File: config.mk
export PLATFORM = sky130hd
export DESIGN_NAME = ppfs_port_pin_function_select
export DESIGN_NICKNAME = d
export VERILOG_FILES = /design/src/ppfs_pkg.sv /design/src/ppfs_pin_cell.sv /design/src/ppfs_port_pin_function_select.sv
export SDC_FILE = /design/constraint.sdc
export NUM_CORES = 1
export LEC_CHECK = 0
export BUFFER_PORTS_ARGS = -buffer_cell sky130_fd_sc_hd__buf_2
export CELL_PAD_IN_SITES_DETAIL_PLACEMENT = 0
export CELL_PAD_IN_SITES_GLOBAL_PLACEMENT = 1
export CORE_ASPECT_RATIO = 1.1
export CORE_UTILIZATION = 36
export CTS_BUF_LIST = sky130_fd_sc_hd__clkbuf_8
export DETAILED_ROUTE_END_ITERATION = 7
export HOLD_SLACK_MARGIN = 0.05
export PLACE_DENSITY = 0.82
export SYNTH_ARGS = -nofsm -noshare
export SYNTH_HDL_FRONTEND = slang
export SYNTH_SLANG_ARGS = --single-unit
File: constraint.sdc
create_clock -name sys_clk -period 1.48 [get_ports sys_clk]
set_clock_uncertainty 0.1 [all_clocks]
set_input_delay 0.222 -clock sys_clk [delete_from_list [all_inputs] [get_ports sys_clk]]
set_output_delay 0.222 -clock sys_clk [all_outputs]
set_load 0.03 [all_outputs]
File: src/ppfs_pkg.sv
// Package with register map, field layout and pin mode codes for the port pin function select
package ppfs_pkg;
    localparam logic [7:0] PPFS_ADDR_P1_LOW  = 8'he3;
    localparam logic [7:0] PPFS_ADDR_P2_HIGH = 8'he4;
    localparam logic [7:0] PPFS_ADDR_P2_LOW  = 8'he5;
    localparam logic [7:0] PPFS_RESET_VALUE  = 8'h00;
    localparam logic [7:0] PPFS_P1_LOW_MASK  = 8'h0f;
    localparam int         PPFS_FIELD_W      = 2;
    localparam int         PPFS_P2_PINS      = 8;
    localparam int         PPFS_P1_PINS      = 2;
    localparam int         PPFS_TIMER_CLK_PIN = 2;
    localparam logic [1:0] PPFS_CODE_INPUT   = 2'h0;
    localparam logic [1:0] PPFS_CODE_ALT     = 2'h1;
    localparam logic [1:0] PPFS_CODE_OPEN    = 2'h2;
    localparam logic [1:0] PPFS_CODE_PUSH    = 2'h3;
    localparam logic [1:0] PPFS_P1_PULLUP    = 2'h1;
    localparam logic [1:0] PPFS_P1_ANALOG    = 2'h2;
endpackage

File: src/ppfs_pin_cell.sv
// One port two pin: decodes its mode field into pad controls
`timescale 1ns/100ps
module ppfs_pin_cell
    import ppfs_pkg::*;
#(
    parameter bit HAS_ALT = 1'b1
)
(
    input  wire logic [1:0] mode,
    input  wire logic       out_value,
    input  wire logic       alt_value,
    output logic            pad_out,
    output logic            pad_oe,
    output logic            in_enable
);
    wire logic use_alt = HAS_ALT && (mode == PPFS_CODE_ALT);
    wire logic drive   = use_alt ? alt_value : out_value;
    // Open drain drives only a low; code 01 on the timer clock pin is inert
    assign pad_out   = (mode == PPFS_CODE_OPEN) ? 1'b0 : drive;
    assign pad_oe    = (mode == PPFS_CODE_PUSH) || use_alt ||
                       ((mode == PPFS_CODE_OPEN) && !out_value);
    assign in_enable = (mode == PPFS_CODE_INPUT);
endmodule

File: src/ppfs_port_pin_function_select.sv
// Port one and port two pin function select registers and pad control
`timescale 1ns/100ps
//
// Contract
// - Port one low config sits at E3 in bank 1, bits 3..0 set pins 1 and 0, bits 7..4 unused.
// - Port one codes are input, input with pull-up, analog channel, push-pull output.
// - Port two high config sits at E4 in bank 1, four fields for pins 7 down to 4.
// - Port two low config sits at E5 in bank 1, four fields for pins 3 down to 0.
// - Port two codes are input (feeding receive or capture), alternate output, open drain, push-pull.
// - Pin two code 00 is input feeding the timer A clock, 01 is unavailable, 10/11 as other pins.
module ppfs_port_pin_function_select
    import ppfs_pkg::*;
(
    input  wire logic       sys_clk,
    input  wire logic       sys_rst,
    input  wire logic       reg_bank1,
    input  wire logic [7:0] reg_addr,
    input  wire logic       reg_wr,
    input  wire logic [7:0] reg_wdata,
    output logic      [7:0] reg_rdata,
    output logic            reg_hit,
    input  wire logic [1:0] port1_out,
    input  wire logic [1:0] port1_pad_in,
    output logic      [1:0] port1_pad_out,
    output logic      [1:0] port1_pad_oe,
    output logic      [1:0] port1_pullup_en,
    output logic      [1:0] port1_pin_in,
    output logic            analog_channel_eight_sel,
    output logic            analog_channel_nine_sel,
    input  wire logic [7:0] port2_out,
    input  wire logic [7:0] port2_pad_in,
    output logic      [7:0] port2_pad_out,
    output logic      [7:0] port2_pad_oe,
    output logic      [7:0] port2_pin_in,
    input  wire logic       serial0_transmit,
    input  wire logic       serial1_transmit,
    input  wire logic       timer_a_output,
    input  wire logic       timer_b_output,
    input  wire logic       timer0_output,
    output logic            serial0_receive,
    output logic            serial1_receive,
    output logic            timer_a_capture_input,
    output logic            timer_a_external_clock
);
    logic [7:0] p1_low_q;
    logic [7:0] p2_high_q;
    logic [7:0] p2_low_q;
    logic [1:0] p1_sync1_q;
    logic [1:0] p1_sync2_q;
    logic [7:0] p2_sync1_q;
    logic [7:0] p2_sync2_q;

    // Elaboration checks on the layout that the decode relies on
    if (PPFS_FIELD_W != 2)
    begin : g_chk_field
        $error("Mode fields must be two bits wide");
    end
    if (PPFS_P1_PINS * PPFS_FIELD_W > 8)
    begin : g_chk_p1
        $error("Port one fields do not fit one register");
    end
    if (PPFS_P2_PINS * PPFS_FIELD_W != 16)
    begin : g_chk_p2
        $error("Port two fields must fill two registers");
    end
    if (PPFS_TIMER_CLK_PIN >= PPFS_P2_PINS)
    begin : g_chk_clk
        $error("Timer clock pin lies outside port two");
    end
    if ((PPFS_P1_LOW_MASK >> (PPFS_P1_PINS * PPFS_FIELD_W)) != 8'h00)
    begin : g_chk_mask
        $error("Port one mask reaches unused bits");
    end
    if (PPFS_RESET_VALUE != 8'h00)
    begin : g_chk_reset
        $error("Configuration must clear to input mode");
    end
    if ((PPFS_P1_PULLUP == PPFS_P1_ANALOG) || (PPFS_P1_ANALOG == PPFS_CODE_PUSH))
    begin : g_chk_p1_codes
        $error("Port one mode codes overlap");
    end
    if ((PPFS_CODE_ALT == PPFS_CODE_INPUT) || (PPFS_CODE_OPEN == PPFS_CODE_PUSH))
    begin : g_chk_p2_codes
        $error("Port two mode codes overlap");
    end

    // Mode field of one pin within a configuration word
    function automatic logic [1:0] pin_field(input logic [15:0] cfg, input int pin);
        pin_field = cfg[pin*PPFS_FIELD_W +: PPFS_FIELD_W];
    endfunction

    // Peripheral input through a pin, idle level when the pin is not an input
    function automatic logic periph_in(input logic live, input logic level, input logic idle);
        periph_in = live ? level : idle;
    endfunction

    // Register decode
    wire logic sel_p1l = reg_bank1 && (reg_addr == PPFS_ADDR_P1_LOW);
    wire logic sel_p2h = reg_bank1 && (reg_addr == PPFS_ADDR_P2_HIGH);
    wire logic sel_p2l = reg_bank1 && (reg_addr == PPFS_ADDR_P2_LOW);

    // Write strobes per register
    wire logic wr_p1l = reg_wr && sel_p1l;
    wire logic wr_p2h = reg_wr && sel_p2h;
    wire logic wr_p2l = reg_wr && sel_p2l;

    always_ff @(posedge sys_clk)
    begin
        if (sys_rst)
            p1_low_q <= PPFS_RESET_VALUE;
        else if (wr_p1l)
            p1_low_q <= reg_wdata & PPFS_P1_LOW_MASK;
    end

    always_ff @(posedge sys_clk)
    begin
        if (sys_rst)
            p2_high_q <= PPFS_RESET_VALUE;
        else if (wr_p2h)
            p2_high_q <= reg_wdata;
    end

    always_ff @(posedge sys_clk)
    begin
        if (sys_rst)
            p2_low_q <= PPFS_RESET_VALUE;
        else if (wr_p2l)
            p2_low_q <= reg_wdata;
    end

    // Read back, unused port one bits read zero
    assign reg_hit   = sel_p1l || sel_p2h || sel_p2l;
    assign reg_rdata = sel_p1l ? p1_low_q :
                       sel_p2h ? p2_high_q :
                       sel_p2l ? p2_low_q : 8'h00;

    // Port one pad synchroniser
    always_ff @(posedge sys_clk)
    begin
        if (sys_rst)
        begin
            p1_sync1_q <= 2'h0;
            p1_sync2_q <= 2'h0;
        end
        else
        begin
            p1_sync1_q <= port1_pad_in;
            p1_sync2_q <= p1_sync1_q;
        end
    end

    // Port two pad synchroniser
    always_ff @(posedge sys_clk)
    begin
        if (sys_rst)
        begin
            p2_sync1_q <= 8'h00;
            p2_sync2_q <= 8'h00;
        end
        else
        begin
            p2_sync1_q <= port2_pad_in;
            p2_sync2_q <= p2_sync1_q;
        end
    end

    // Port one pins
    wire logic [15:0] p1_modes = {8'h00, p1_low_q};
    wire logic [15:0] p2_modes = {p2_high_q, p2_low_q};
    genvar i;
    generate
        for (i = 0; i < PPFS_P1_PINS; i++)
        begin : g_p1
            wire logic [1:0] m   = pin_field(p1_modes, i);
            wire logic is_push   = (m == PPFS_CODE_PUSH);
            wire logic is_pullup = (m == PPFS_P1_PULLUP);
            wire logic in_mode   = (m == PPFS_CODE_INPUT) || is_pullup;
            assign port1_pad_out[i]   = port1_out[i];
            assign port1_pad_oe[i]    = is_push;
            assign port1_pullup_en[i] = is_pullup;
            assign port1_pin_in[i]    = in_mode & p1_sync2_q[i];
        end
    endgenerate
    assign analog_channel_eight_sel = (pin_field(p1_modes, 0) == PPFS_P1_ANALOG);
    assign analog_channel_nine_sel  = (pin_field(p1_modes, 1) == PPFS_P1_ANALOG);

    // Alternate outputs per port two pin, index is the pin number
    wire logic [7:0] p2_alt;
    assign p2_alt[7] = 1'b0;
    assign p2_alt[6] = serial0_transmit;
    assign p2_alt[5] = 1'b0;
    assign p2_alt[4] = serial1_transmit;
    assign p2_alt[3] = timer_a_output;
    assign p2_alt[2] = 1'b0;
    assign p2_alt[1] = timer_b_output;
    assign p2_alt[0] = timer0_output;
    wire logic [7:0] p2_in_en;

    // Port two pins
    generate
        for (i = 0; i < PPFS_P2_PINS; i++)
        begin : g_p2
            ppfs_pin_cell #(
                .HAS_ALT (i != PPFS_TIMER_CLK_PIN)
            ) u_cell (
                .mode      (pin_field(p2_modes, i)),
                .out_value (port2_out[i]),
                .alt_value (p2_alt[i]),
                .pad_out   (port2_pad_out[i]),
                .pad_oe    (port2_pad_oe[i]),
                .in_enable (p2_in_en[i])
            );
            assign port2_pin_in[i] = p2_in_en[i] & p2_sync2_q[i];
        end
    endgenerate

    // Peripheral inputs, idle high for receive lines when pin not in input mode
    assign serial0_receive        = periph_in(p2_in_en[7], p2_sync2_q[7], 1'b1);
    assign serial1_receive        = periph_in(p2_in_en[5], p2_sync2_q[5], 1'b1);
    assign timer_a_capture_input  = periph_in(p2_in_en[3], p2_sync2_q[3], 1'b0);
    assign timer_a_external_clock = periph_in(p2_in_en[2], p2_sync2_q[2], 1'b0);
endmodule

Yosys cells after proc, flatten, opt, wreduce, memory -nomap -nowiden
Cells that the tools add are included.
{"block": "classes", "eq_ne": 32, "n_reduce_logical": 51, "muxes": 22, "bitwise": 10}
{"op": "$eq A2 B2 Y1 const B", "count": 20}
{"op": "$eq A8 B8 Y1 const B", "count": 3}
{"op": "$mux W8", "count": 3}
{"op": "$logic_not A2 Y1", "count": 10}
{"op": "$logic_or A1 B1 Y1", "count": 19}
{"op": "$mux W1", "count": 19}
{"op": "$eq A2 B1 Y1 const B", "count": 9}
{"op": "$logic_and A1 B1 Y1", "count": 14}
{"op": "$and A1 B1 Y1", "count": 10}
{"op": "$logic_not A1 Y1", "count": 8}
{"block": "word_totals", "reg_bits": 40, "word_cells": 122}

Logic depth before layout (Yosys ltp)
Gate-level depths: netlist of the first run.
{"block": "depth", "ltp_word": 5, "ltp_mapped": 4}

Modules after synthesis
A second synthesis of the first run with hierarchy kept.
{"block": "unflattened", "hier_cells": 227, "hier_area_um2": 2095.8}
{"module": "ppfs_port_pin_function_select", "area_each_um2": 1819.2, "n_inst": 1, "cells_per_inst": 181}
{"module": "ppfs_pin_cell at g_p2[0].u_cell ...", "area_each_um2": 36.3, "n_inst": 7, "cells_per_inst": 6}
{"module": "ppfs_pin_cell at g_p2[2].u_cell", "area_each_um2": 22.5, "n_inst": 1, "cells_per_inst": 4}

Worst setup path before layout of the first run
Ideal clock, no wire load.
{"block": "synth_path", "path_kind": "register to output", "start": "register p2_low_q[7]", "end": "output port2_pin_in[3]", "setup_slack_ns": -0.279, "stages_incl_launch_ff": 3, "arrival_ns": 1.437, "path_buffers": 1, "path_cell_list": "dfxtp_1 nor3b_1 buf_4"}
{"block": "synth_between", "elab_chain_len": 2}
{"item": "start, declared", "line_no": "ppfs_port_pin_function_select.sv:47", "text": "logic [7:0] p2_low_q;"}
{"item": "start signal, assigned", "line_no": "ppfs_port_pin_function_select.sv:128", "text": "p2_low_q <= reg_wdata;"}
{"item": "$logic_not A2 Y1", "line_no": "ppfs_pin_cell.sv:22", "text": "assign in_enable = (mode == PPFS_CODE_INPUT);"}
{"item": "$and A1 B1 Y1", "line_no": "ppfs_port_pin_function_select.sv:213", "text": "assign port2_pin_in[i] = p2_in_en[i] & p2_sync2_q[i];"}
{"item": "end, declared", "line_no": "ppfs_port_pin_function_select.sv:34", "text": "output logic [7:0] port2_pin_in,"}
Every way passes these cells.

Final worst setup path of the first run
{"block": "layout_path", "start": "register p2_low_q[3]", "end": "output port2_pad_out[1]"}
{"block": "layout_between", "elab_chain_len": 3, "word_cells_on_any_way": 4, "classes_between": "eq/ne: 2; mux: 2"}
{"item": "$eq A2 B1 Y1", "line_no": "ppfs_pin_cell.sv:16", "text": "wire logic use_alt = HAS_ALT && (mode == PPFS_CODE_ALT);"}
{"item": "$mux W1", "line_no": "ppfs_pin_cell.sv:17", "text": "wire logic drive = use_alt ? alt_value : out_value;"}
{"item": "$mux W1 *", "line_no": "ppfs_pin_cell.sv:19", "text": "assign pad_out = (mode == PPFS_CODE_OPEN) ? 1'b0 : drive;"}
{"item": "end, declared", "line_no": "ppfs_port_pin_function_select.sv:32", "text": "output logic [7:0] port2_pad_out,"}
Mark *: on every way between the ends. The rest lies on a longest branch, timed or not.

==> results list, run 1 <==
- The run finished, with violations left.
* Failing checks: setup timing
* Required time reported for the critical path endpoint: 1.16 ns
* Vias after detailed routing: between 2k and 2.5k
* Worst setup slack after placement: -0.120 ns
- Setup repair after global routing could not meet its margin everywhere.
- Final cell count without fillers: approximately 420
* Global-route wire length before repair: between 8000 and 9000 um
* Synthesized flop and latch total: 40
- Crit path capture type: primary output
- Post-route setup TNS: -0.410 ns
* Number of instances in the placed design: roughly 400
- Post-route DRC violation count: 0
- Worst EP arrival: between 1 and 1.5 ns
* Critical Setup Path Class: reg2out
- Clock-pin slew was measured on the worst setup and hold paths at about 0.080 ns.
- Among all flip-flop cells after synthesis, the most frequent one is sky130_fd_sc_hd__dfxtp_1.
* Placer's final routability congestion estimate: 0.749
* Share of Yosys cell area claimed by the top area cell type: a little over a third
* Total inserted antenna cells: 0
* Num Clock Sinks: 40
* Highest ir drop seen on vdd: between 0.0004 and 0.0005 V
* Detailed Route WL: about 5300 um
* Number of H-tree branching levels: 2
* Number of violations of the max-capacitance limit: 0
- Post-Syn Area: approximately 2300 um2
- Number of primary I/O pins: 92
* Setup violation total in the final timing report: 9
- Counting every net in the synthesized netlist gives 291.
* Synth warnings: 0
* Async set or reset register ratio after synthesis: 0%
- Clk buf depth: 2
* CTS tree: done
- At the pin with the least slew margin, the transition time is between 0.3 and 0.4 ns.
- Fill cells in the final layout number 550.
- Number of antenna violations at the first check in global routing: 0
- After synthesis, the mean cell area works out to 9.20 um2.
- Die span in y: 85.1 um
- Subtracting the final worst setup slack from the clock period gives 1.56 ns.
- In this run the power density over the cells is 713 nW/um2.
* Final hold violation count: 0
- Counting the buffers created by CTS gives 5.
* Most used standard cell by instance count after synthesis: sky130_fd_sc_hd__dfxtp_1
- Cells after synthesis: 246
- The final layout contains roughly 400 nets.
- Placed wire-length estimate: ~4000 um
- The number of max-slew violations in the final report came to 0.
- Total gr overflow: 0
- Classification of the worst-slack hold path: in2reg
- Once the floorplan was initialized, standard cells occupied 38.2% of the core.
- The total area inside the core boundary comes to ~5900 um2.
* Max_slew headroom: 78.6%
* Clock tree root buffer cell: sky130_fd_sc_hd__clkbuf_8
- Horizontal extent of the die: 77.6 um
- Maximum clock frequency: 641 MHz
- Via count of the first global-routing pass: 1,845
- Total iterations of the first detailed-routing run: 4
* Post-synth cell types: 34
- Setup slack on the critical path of the routed design comes to -0.0804 ns.
- Antenna-violating nets left: 0
- Area Growth Syn to Fin: 43.4%
- Overall die area: approximately 6600 um2
- Count of flip-flops with a built-in enable after synthesis: 0
- CP Launch Type: flip-flop
- Fraction of final layout cells with drive strength greater than 1: 52.3%
- Number of placement rows: 29
* Final critical-path share of the clock period: 105%
* Violation count after the first detailed-routing iteration: 64
- Worst hold slack after final layout: 0.0896 ns
* Leakage power summed over all cells: 1.65 nW
* Via-per-instance ratio: around 4.8
- Final core utilization: 54.8%
- The share of the Yosys chip area taken by registers is between 30% and 40%.
- Cell types with the largest area share after synthesis: sky130_fd_sc_hd__dfxtp_1 (35%), sky130_fd_sc_hd__buf_4 (8.3%), sky130_fd_sc_hd__mux2i_1 (7.5%)
- Across every metal layer, demand over resource in global routing totals 16.1%.
- Routed wire per std cell: roughly 13 um
- Entering global routing, the biggest net connects 18 pins.
- Biggest fanout along the worst timing path: 3
- By count the netlist is led by sky130_fd_sc_hd__dfxtp_1 (40), sky130_fd_sc_hd__nor2b_1 (27), sky130_fd_sc_hd__buf_4 (25).
- Count of input and output buffers: 87
- Clock latency on the worst-skew pair, taken at its later pin, is 0.28 ns.
- The synthesized design spends more area on one cell type than any other, namely sky130_fd_sc_hd__dfxtp_1.
state kept, by name, summed over array words and instances, names as in the netlist:
signal,flops
p2_sync2_q,8
p1_sync2_q,2
p2_sync1_q,8
p1_low_q,4
p2_high_q,8
p2_low_q,8
p1_sync1_q,2
where the power goes:
part           leakage (nW)  internal (W)  switching (W)
Sequential            0.337       0.00109     0.00000530
Clock                0.0593      0.000493       0.000369
Combinational          1.25      0.000175       0.000179
layout make-up:
cell class	instances	area [um2]	share of cell area, %
clock buffers	5	68.8	2.12
repair buffers	126	845	26.0
inverters	8	30.0	0.926
flip-flops and latches	40	837	25.8
clock inverters	3	38.8	1.20
multi-input cells	164	1330	40.9
well taps	77	96.3	2.97
worst max-delay path, stage by stage, from the launching register on:
cell	delay, ns
sky130_fd_sc_hd__dfxtp_4	0.37
sky130_fd_sc_hd__mux2_4	0.30
sky130_fd_sc_hd__nand2_2	0.06
sky130_fd_sc_hd__o31ai_2	0.06
sky130_fd_sc_hd__buf_4	0.17
cell families after synthesis:
logic type	count (synthesis)	share of synthesized area, %
muxes	21	9.51
buffers and inverters	42	11.8
AOI/OAI and AO/OA	39	11.0
xor gates and xnor gates	2	0.774
DFF	40	35.4
and+or+nand+nor	102	31.5
routing by layer:
metal	GRT usage (%)	wire [um]	vias to the layer above
li1	-	-	1028
met5	0	0	-
met3	4.41	338	6
met1	20.9	2400	929
met2	26.2	2530	62
met4	4.63	55	0
path summary, 6_finish.rpt:
check	startpoint	endpoint	slack [ns]	cells past startpoint
worst min-delay path	reg_wdata[6]	p2_low_q[6]	0.09	3
worst min register to register	p2_sync1_q[5]	p2_sync2_q[5]	0.33	1
worst max-delay path	p2_low_q[3]	port2_pad_out[1]	-0.08	4
worst max register to register	p2_high_q[0]	p2_high_q[0]	0.44	2
per-stage QoR:
stage | power, W | cell area, um2
detailed placement | 0.00144 | 2760
global route | 0.00241 | 3240
floorplan | 0.00133 | 2280
CTS | 0.00233 | 3140
finish | 0.00231 | 3240
global placement | 0.00143 | 2760
what timing repair did:
item,in CTS,in global routing
hold buffers,10,0
gates resized for setup,55,30
hold endpoints to repair,10,0
pin swaps,10,9
buffers inserted,5,1
setup endpoints to repair,20,22
placed cells by master (no fill, tap or decap), drive strengths merged, types with 7 or more instances in the layout:
| cell | n |
|---|---|
| a21o | 7 |
| a21oi | 13 |
| and3b | 8 |
| buf | 115 |
| dfxtp | 40 |
| dlygate4sd3 | 10 |
| inv | 9 |
| mux2i | 17 |
| nand2 | 10 |
| nand2b | 9 |
| nand4 | 9 |
| nor2b | 27 |
| nor3b | 9 |
| o31ai | 12 |
| or2b | 9 |
Note: power is estimated with default switching activity, not from simulation.
==> inputs of run 2 (changes only) <==
--- a/config.mk
+++ b/config.mk
@@ -5,15 +5,16 @@
 export SDC_FILE = /design/constraint.sdc
 export NUM_CORES = 1
 export LEC_CHECK = 0
+export ABC_CLOCK_PERIOD_IN_PS = 1480
 export BUFFER_PORTS_ARGS = -buffer_cell sky130_fd_sc_hd__buf_2
 export CELL_PAD_IN_SITES_DETAIL_PLACEMENT = 0
 export CELL_PAD_IN_SITES_GLOBAL_PLACEMENT = 1
 export CORE_ASPECT_RATIO = 1.1
-export CORE_UTILIZATION = 36
-export CTS_BUF_LIST = sky130_fd_sc_hd__clkbuf_8
+export CORE_UTILIZATION = 35
+export CTS_BUF_LIST = sky130_fd_sc_hd__clkbuf_8 sky130_fd_sc_hd__clkbuf_16
 export DETAILED_ROUTE_END_ITERATION = 7
 export HOLD_SLACK_MARGIN = 0.05
-export PLACE_DENSITY = 0.82
+export PLACE_DENSITY = 0.8
 export SYNTH_ARGS = -nofsm -noshare
 export SYNTH_HDL_FRONTEND = slang
 export SYNTH_SLANG_ARGS = --single-unit
==> results list, run 2 (synthesis gave the netlist of run 1 again) <==
- The flow ran to the end, but the final reports show violations.
* Failing checks: setup timing
* Required time reported for the critical path endpoint: 1.16 ns (about the same)
* Slew Viols, Final: 0 (unchanged)
* Critical path buffer and inverter count: 1 (unchanged)
* Placed wire-length estimate: 3890 um (-1.7%)
* Max_slew headroom: 74.6% (-4.0 points)
- The number of max-cap violations was 0 (unchanged).
- Depth of the critical timing path with buffers and inverters included: 4 (unchanged)
- Most frequent standard cell in the layout excluding fill and tap cells: sky130_fd_sc_hd__buf_2
- The number of vias per cell is 4.71 (-1.6%).
- The post-CTS clock slew at the launch and capture registers of the worst setup and hold paths came to 0.07 ns (about the same).
- Critical Setup Path Class: reg2out
- The die outline area is 6790 um2 (+2.8%).
- The total number of H-tree levels came to 2 (unchanged).
* Clock latency of the later-clocked register in the worst-skew pair: 0.28 ns (about the same)
- The final core area utilization is 52.2% (-2.6 points).
- Final critical-path share of the clock period: 106% (+0.53 points)
* Horizontal extent of the die: 78.7 um (+1.4%)
* Clk buf depth: 2 (unchanged)
- The worst-case reg-to-reg path depth was 3 (+1).
* Final net count: 391 (+0.26%)
- Among all stages on the critical path, the largest delay is contributed by sky130_fd_sc_hd__dfxtp_4.
* Biggest fanout along the worst timing path: 3 (unchanged)
- Die span in y: 86.3 um (+1.4%)
- STA classifies the critical path endpoint as a primary output.
- Cell depth of the worst min-delay path: 3 (unchanged)
- The worst endpoint data arrival time was 1.25 ns (about the same).
* Placer's final routability congestion estimate: 0.751 (+0.28%)
- The final total negative setup slack was -0.307 ns (+0.103 ns).
* Worst Max-Slew Pin Slew: 0.381 ns (+0.0613 ns)
- Critical R2R Launch: p2_high_q[1]
* Vias after detailed routing: 1,998 (-1.3%)
- Effective utilization at floorplan: 36.5% (-1.7 points)
- RSZ-0062 raised after global routing: true
- The maximum number of pins on one net before global-route repair was 26 (+8).
- Number of buffers added by the clock tree synthesis step: 5 (unchanged)
- The area of the placeable core came to 6190 um2 (+4.7%).
- Kind of cell adding the most delay to the critical path: flip-flops
- The number of nets still failing antenna checks after routing is 0 (unchanged).
- The maximum clock frequency is 638 MHz (-0.50%).
- The number of antenna violations at the first check in global routing was 0 (unchanged).
* Fraction of final layout cells with drive strength greater than 1: 52.9% (+0.59 points)
* Fill cell count: 591 (+7.5%)
- The worst reg-to-reg setup slack was 0.41 ns (-0.03 ns).
* Area Growth Syn to Fin: 43.0%
* Sequential cell area: 840 um2 (+0.30%)
- Worst hold slack after final layout: 0.106 ns (+0.0163 ns)
- The slack of the critical path is -0.0883 ns (-0.00790 ns).
- The leakage power came to 1.61 nW (-2.3%).
* Classification of the worst-slack hold path: in2reg
* Num Clock Sinks: 40 (unchanged)
- The tree is rooted in a sky130_fd_sc_hd__clkbuf_8.
- Total iterations of the first detailed-routing run: 4 (unchanged)
- Routed wire per std cell: 12.7 um (+0.70%)
* P per Cell Area: 643 nW/um2 (-9.8%)
- Footprint of the multi-input gates: 1330 um2 (+0.19%)
- The wire length of the first global-routing pass came to 7960 um (-6.3%).
* Post-route DRC violation count: 0 (unchanged)
- CTS tree: done
- Setup violation total in the final timing report: 9 (unchanged)
- Detailed Route WL: 5370 um (+0.94%)
- Delay of the slowest critical-path stage: 0.37 ns (about the same)
- Cells along the critical path: mux2_4 > nand2_2 > o31ai_2 > buf_4
- Total routing resource utilization after global routing: 15.3% (-0.82 points)
- Final critical delay including setup and external delays: 1.57 ns (+0.00790 ns)
* Total gr overflow: 0 (unchanged)
* Violation count after the first detailed-routing iteration: 76 (+19%)
- STA classifies the critical path startpoint as a flip-flop.
* Final hold violation count: 0 (unchanged)
* Capture endpoint of the worst hold path: p2_low_q[7]
- Highest-count cells in the layout ignoring fill and taps: sky130_fd_sc_hd__buf_2 (65), sky130_fd_sc_hd__buf_4 (39), sky130_fd_sc_hd__nor2b_1 (27)
- Beginning of the worst hold path: reg_wdata[7]
- Destination of the worst register-to-register timing path: p2_high_q[1]
* Total inserted antenna cells: 0 (unchanged)
- The number of global-route vias before repair came to 1,685 (-8.7%).
- Highest ir drop seen on vdd: 0.000379 V (-9.2%)
- The boundary pin count was 92 (unchanged).
- The count of port buffers added during placement was 87 (unchanged).
- Number of placement rows: 30 (+3.4%)
-- run 2: changes by cell type in the layout (fill, tap and decap cells not counted), sizes merged --
cell	delta
bufinv	-1
clkbuf	+1
clkinv	-1
inv	-1
-- run 2: cell type report --
type | instances | area share [%]
well taps | 80 | 3.09
clock buffers | 5 | 2.13
flip-flops and latches | 40 | 26.0
multi-input cells | 164 | 41.1
repair buffers | 127 | 26.8
inverters | 8 | 0.928
-- run 2: metal layers --
metal	global-route usage (%)	up-vias	part of all wire (%)
li1	-	1025	-
met2	25.0	55	49
met4	5.05	0	0.71
met1	19.9	914	46
met3	3.58	4	4.9
met5	0	-	0
-- run 2: worst max-delay path by stage --
stage	startpoint	endpoint
global placement	reg_addr[4]	reg_rdata[3]
global route	p2_low_q[3]	port2_pad_out[1]
finish	p2_low_q[3]	port2_pad_out[1]
CTS	p2_low_q[3]	port2_pad_out[1]
detailed placement	reg_addr[4]	reg_rdata[3]
floorplan	reg_addr[4]	reg_hit
-- run 2: worst reg2reg max path, cell delays in order (launching register included) --
cell and delay, ns:
sky130_fd_sc_hd__dfxtp_2 0.34, sky130_fd_sc_hd__buf_4 0.14, sky130_fd_sc_hd__or2b_2 0.29, sky130_fd_sc_hd__mux2i_1 0.12
-- run 2: repair_timing --
| action | in CTS | in global routing |
|---|---|---|
| gates resized for setup | 50 | 40 |
| endpoints found under the hold margin | 10 | 0 |
| setup endpoints to repair | 20 | 22 |
| buffers inserted | 5 | 0 |
| hold buffers | 10 | 0 |
| pin swaps | 11 | 11 |
-- run 2: where the power goes --
| part | internal (W) | switching, W | leakage (nW) | total [W] |
|---|---|---|---|---|
| sequential | 0.00109 | 0.00000557 | 0.337 | 0.00109 |
| combinational | 0.000174 | 0.000179 | 1.24 | 0.000353 |
| clock | 0.000304 | 0.000329 | 0.0359 | 0.000633 |
| total | 0.00157 | 0.000513 | 1.61 | 0.00208 |
-- run 2: metrics by stage --
stage / cells / power, W / worst slack (ns) / cell area (um2)
detailed placement: 404 / 0.00144 / -0.155 / 2780
floorplan: 246 / 0.00133 / -0.200 / 2280
global placement: 404 / 0.00143 / -0.0931 / 2780
global route: 424 / 0.00217 / -0.112 / 3230
CTS: 424 / 0.00211 / -0.0884 / 3110
finish: 424 / 0.00208 / -0.0883 / 3230
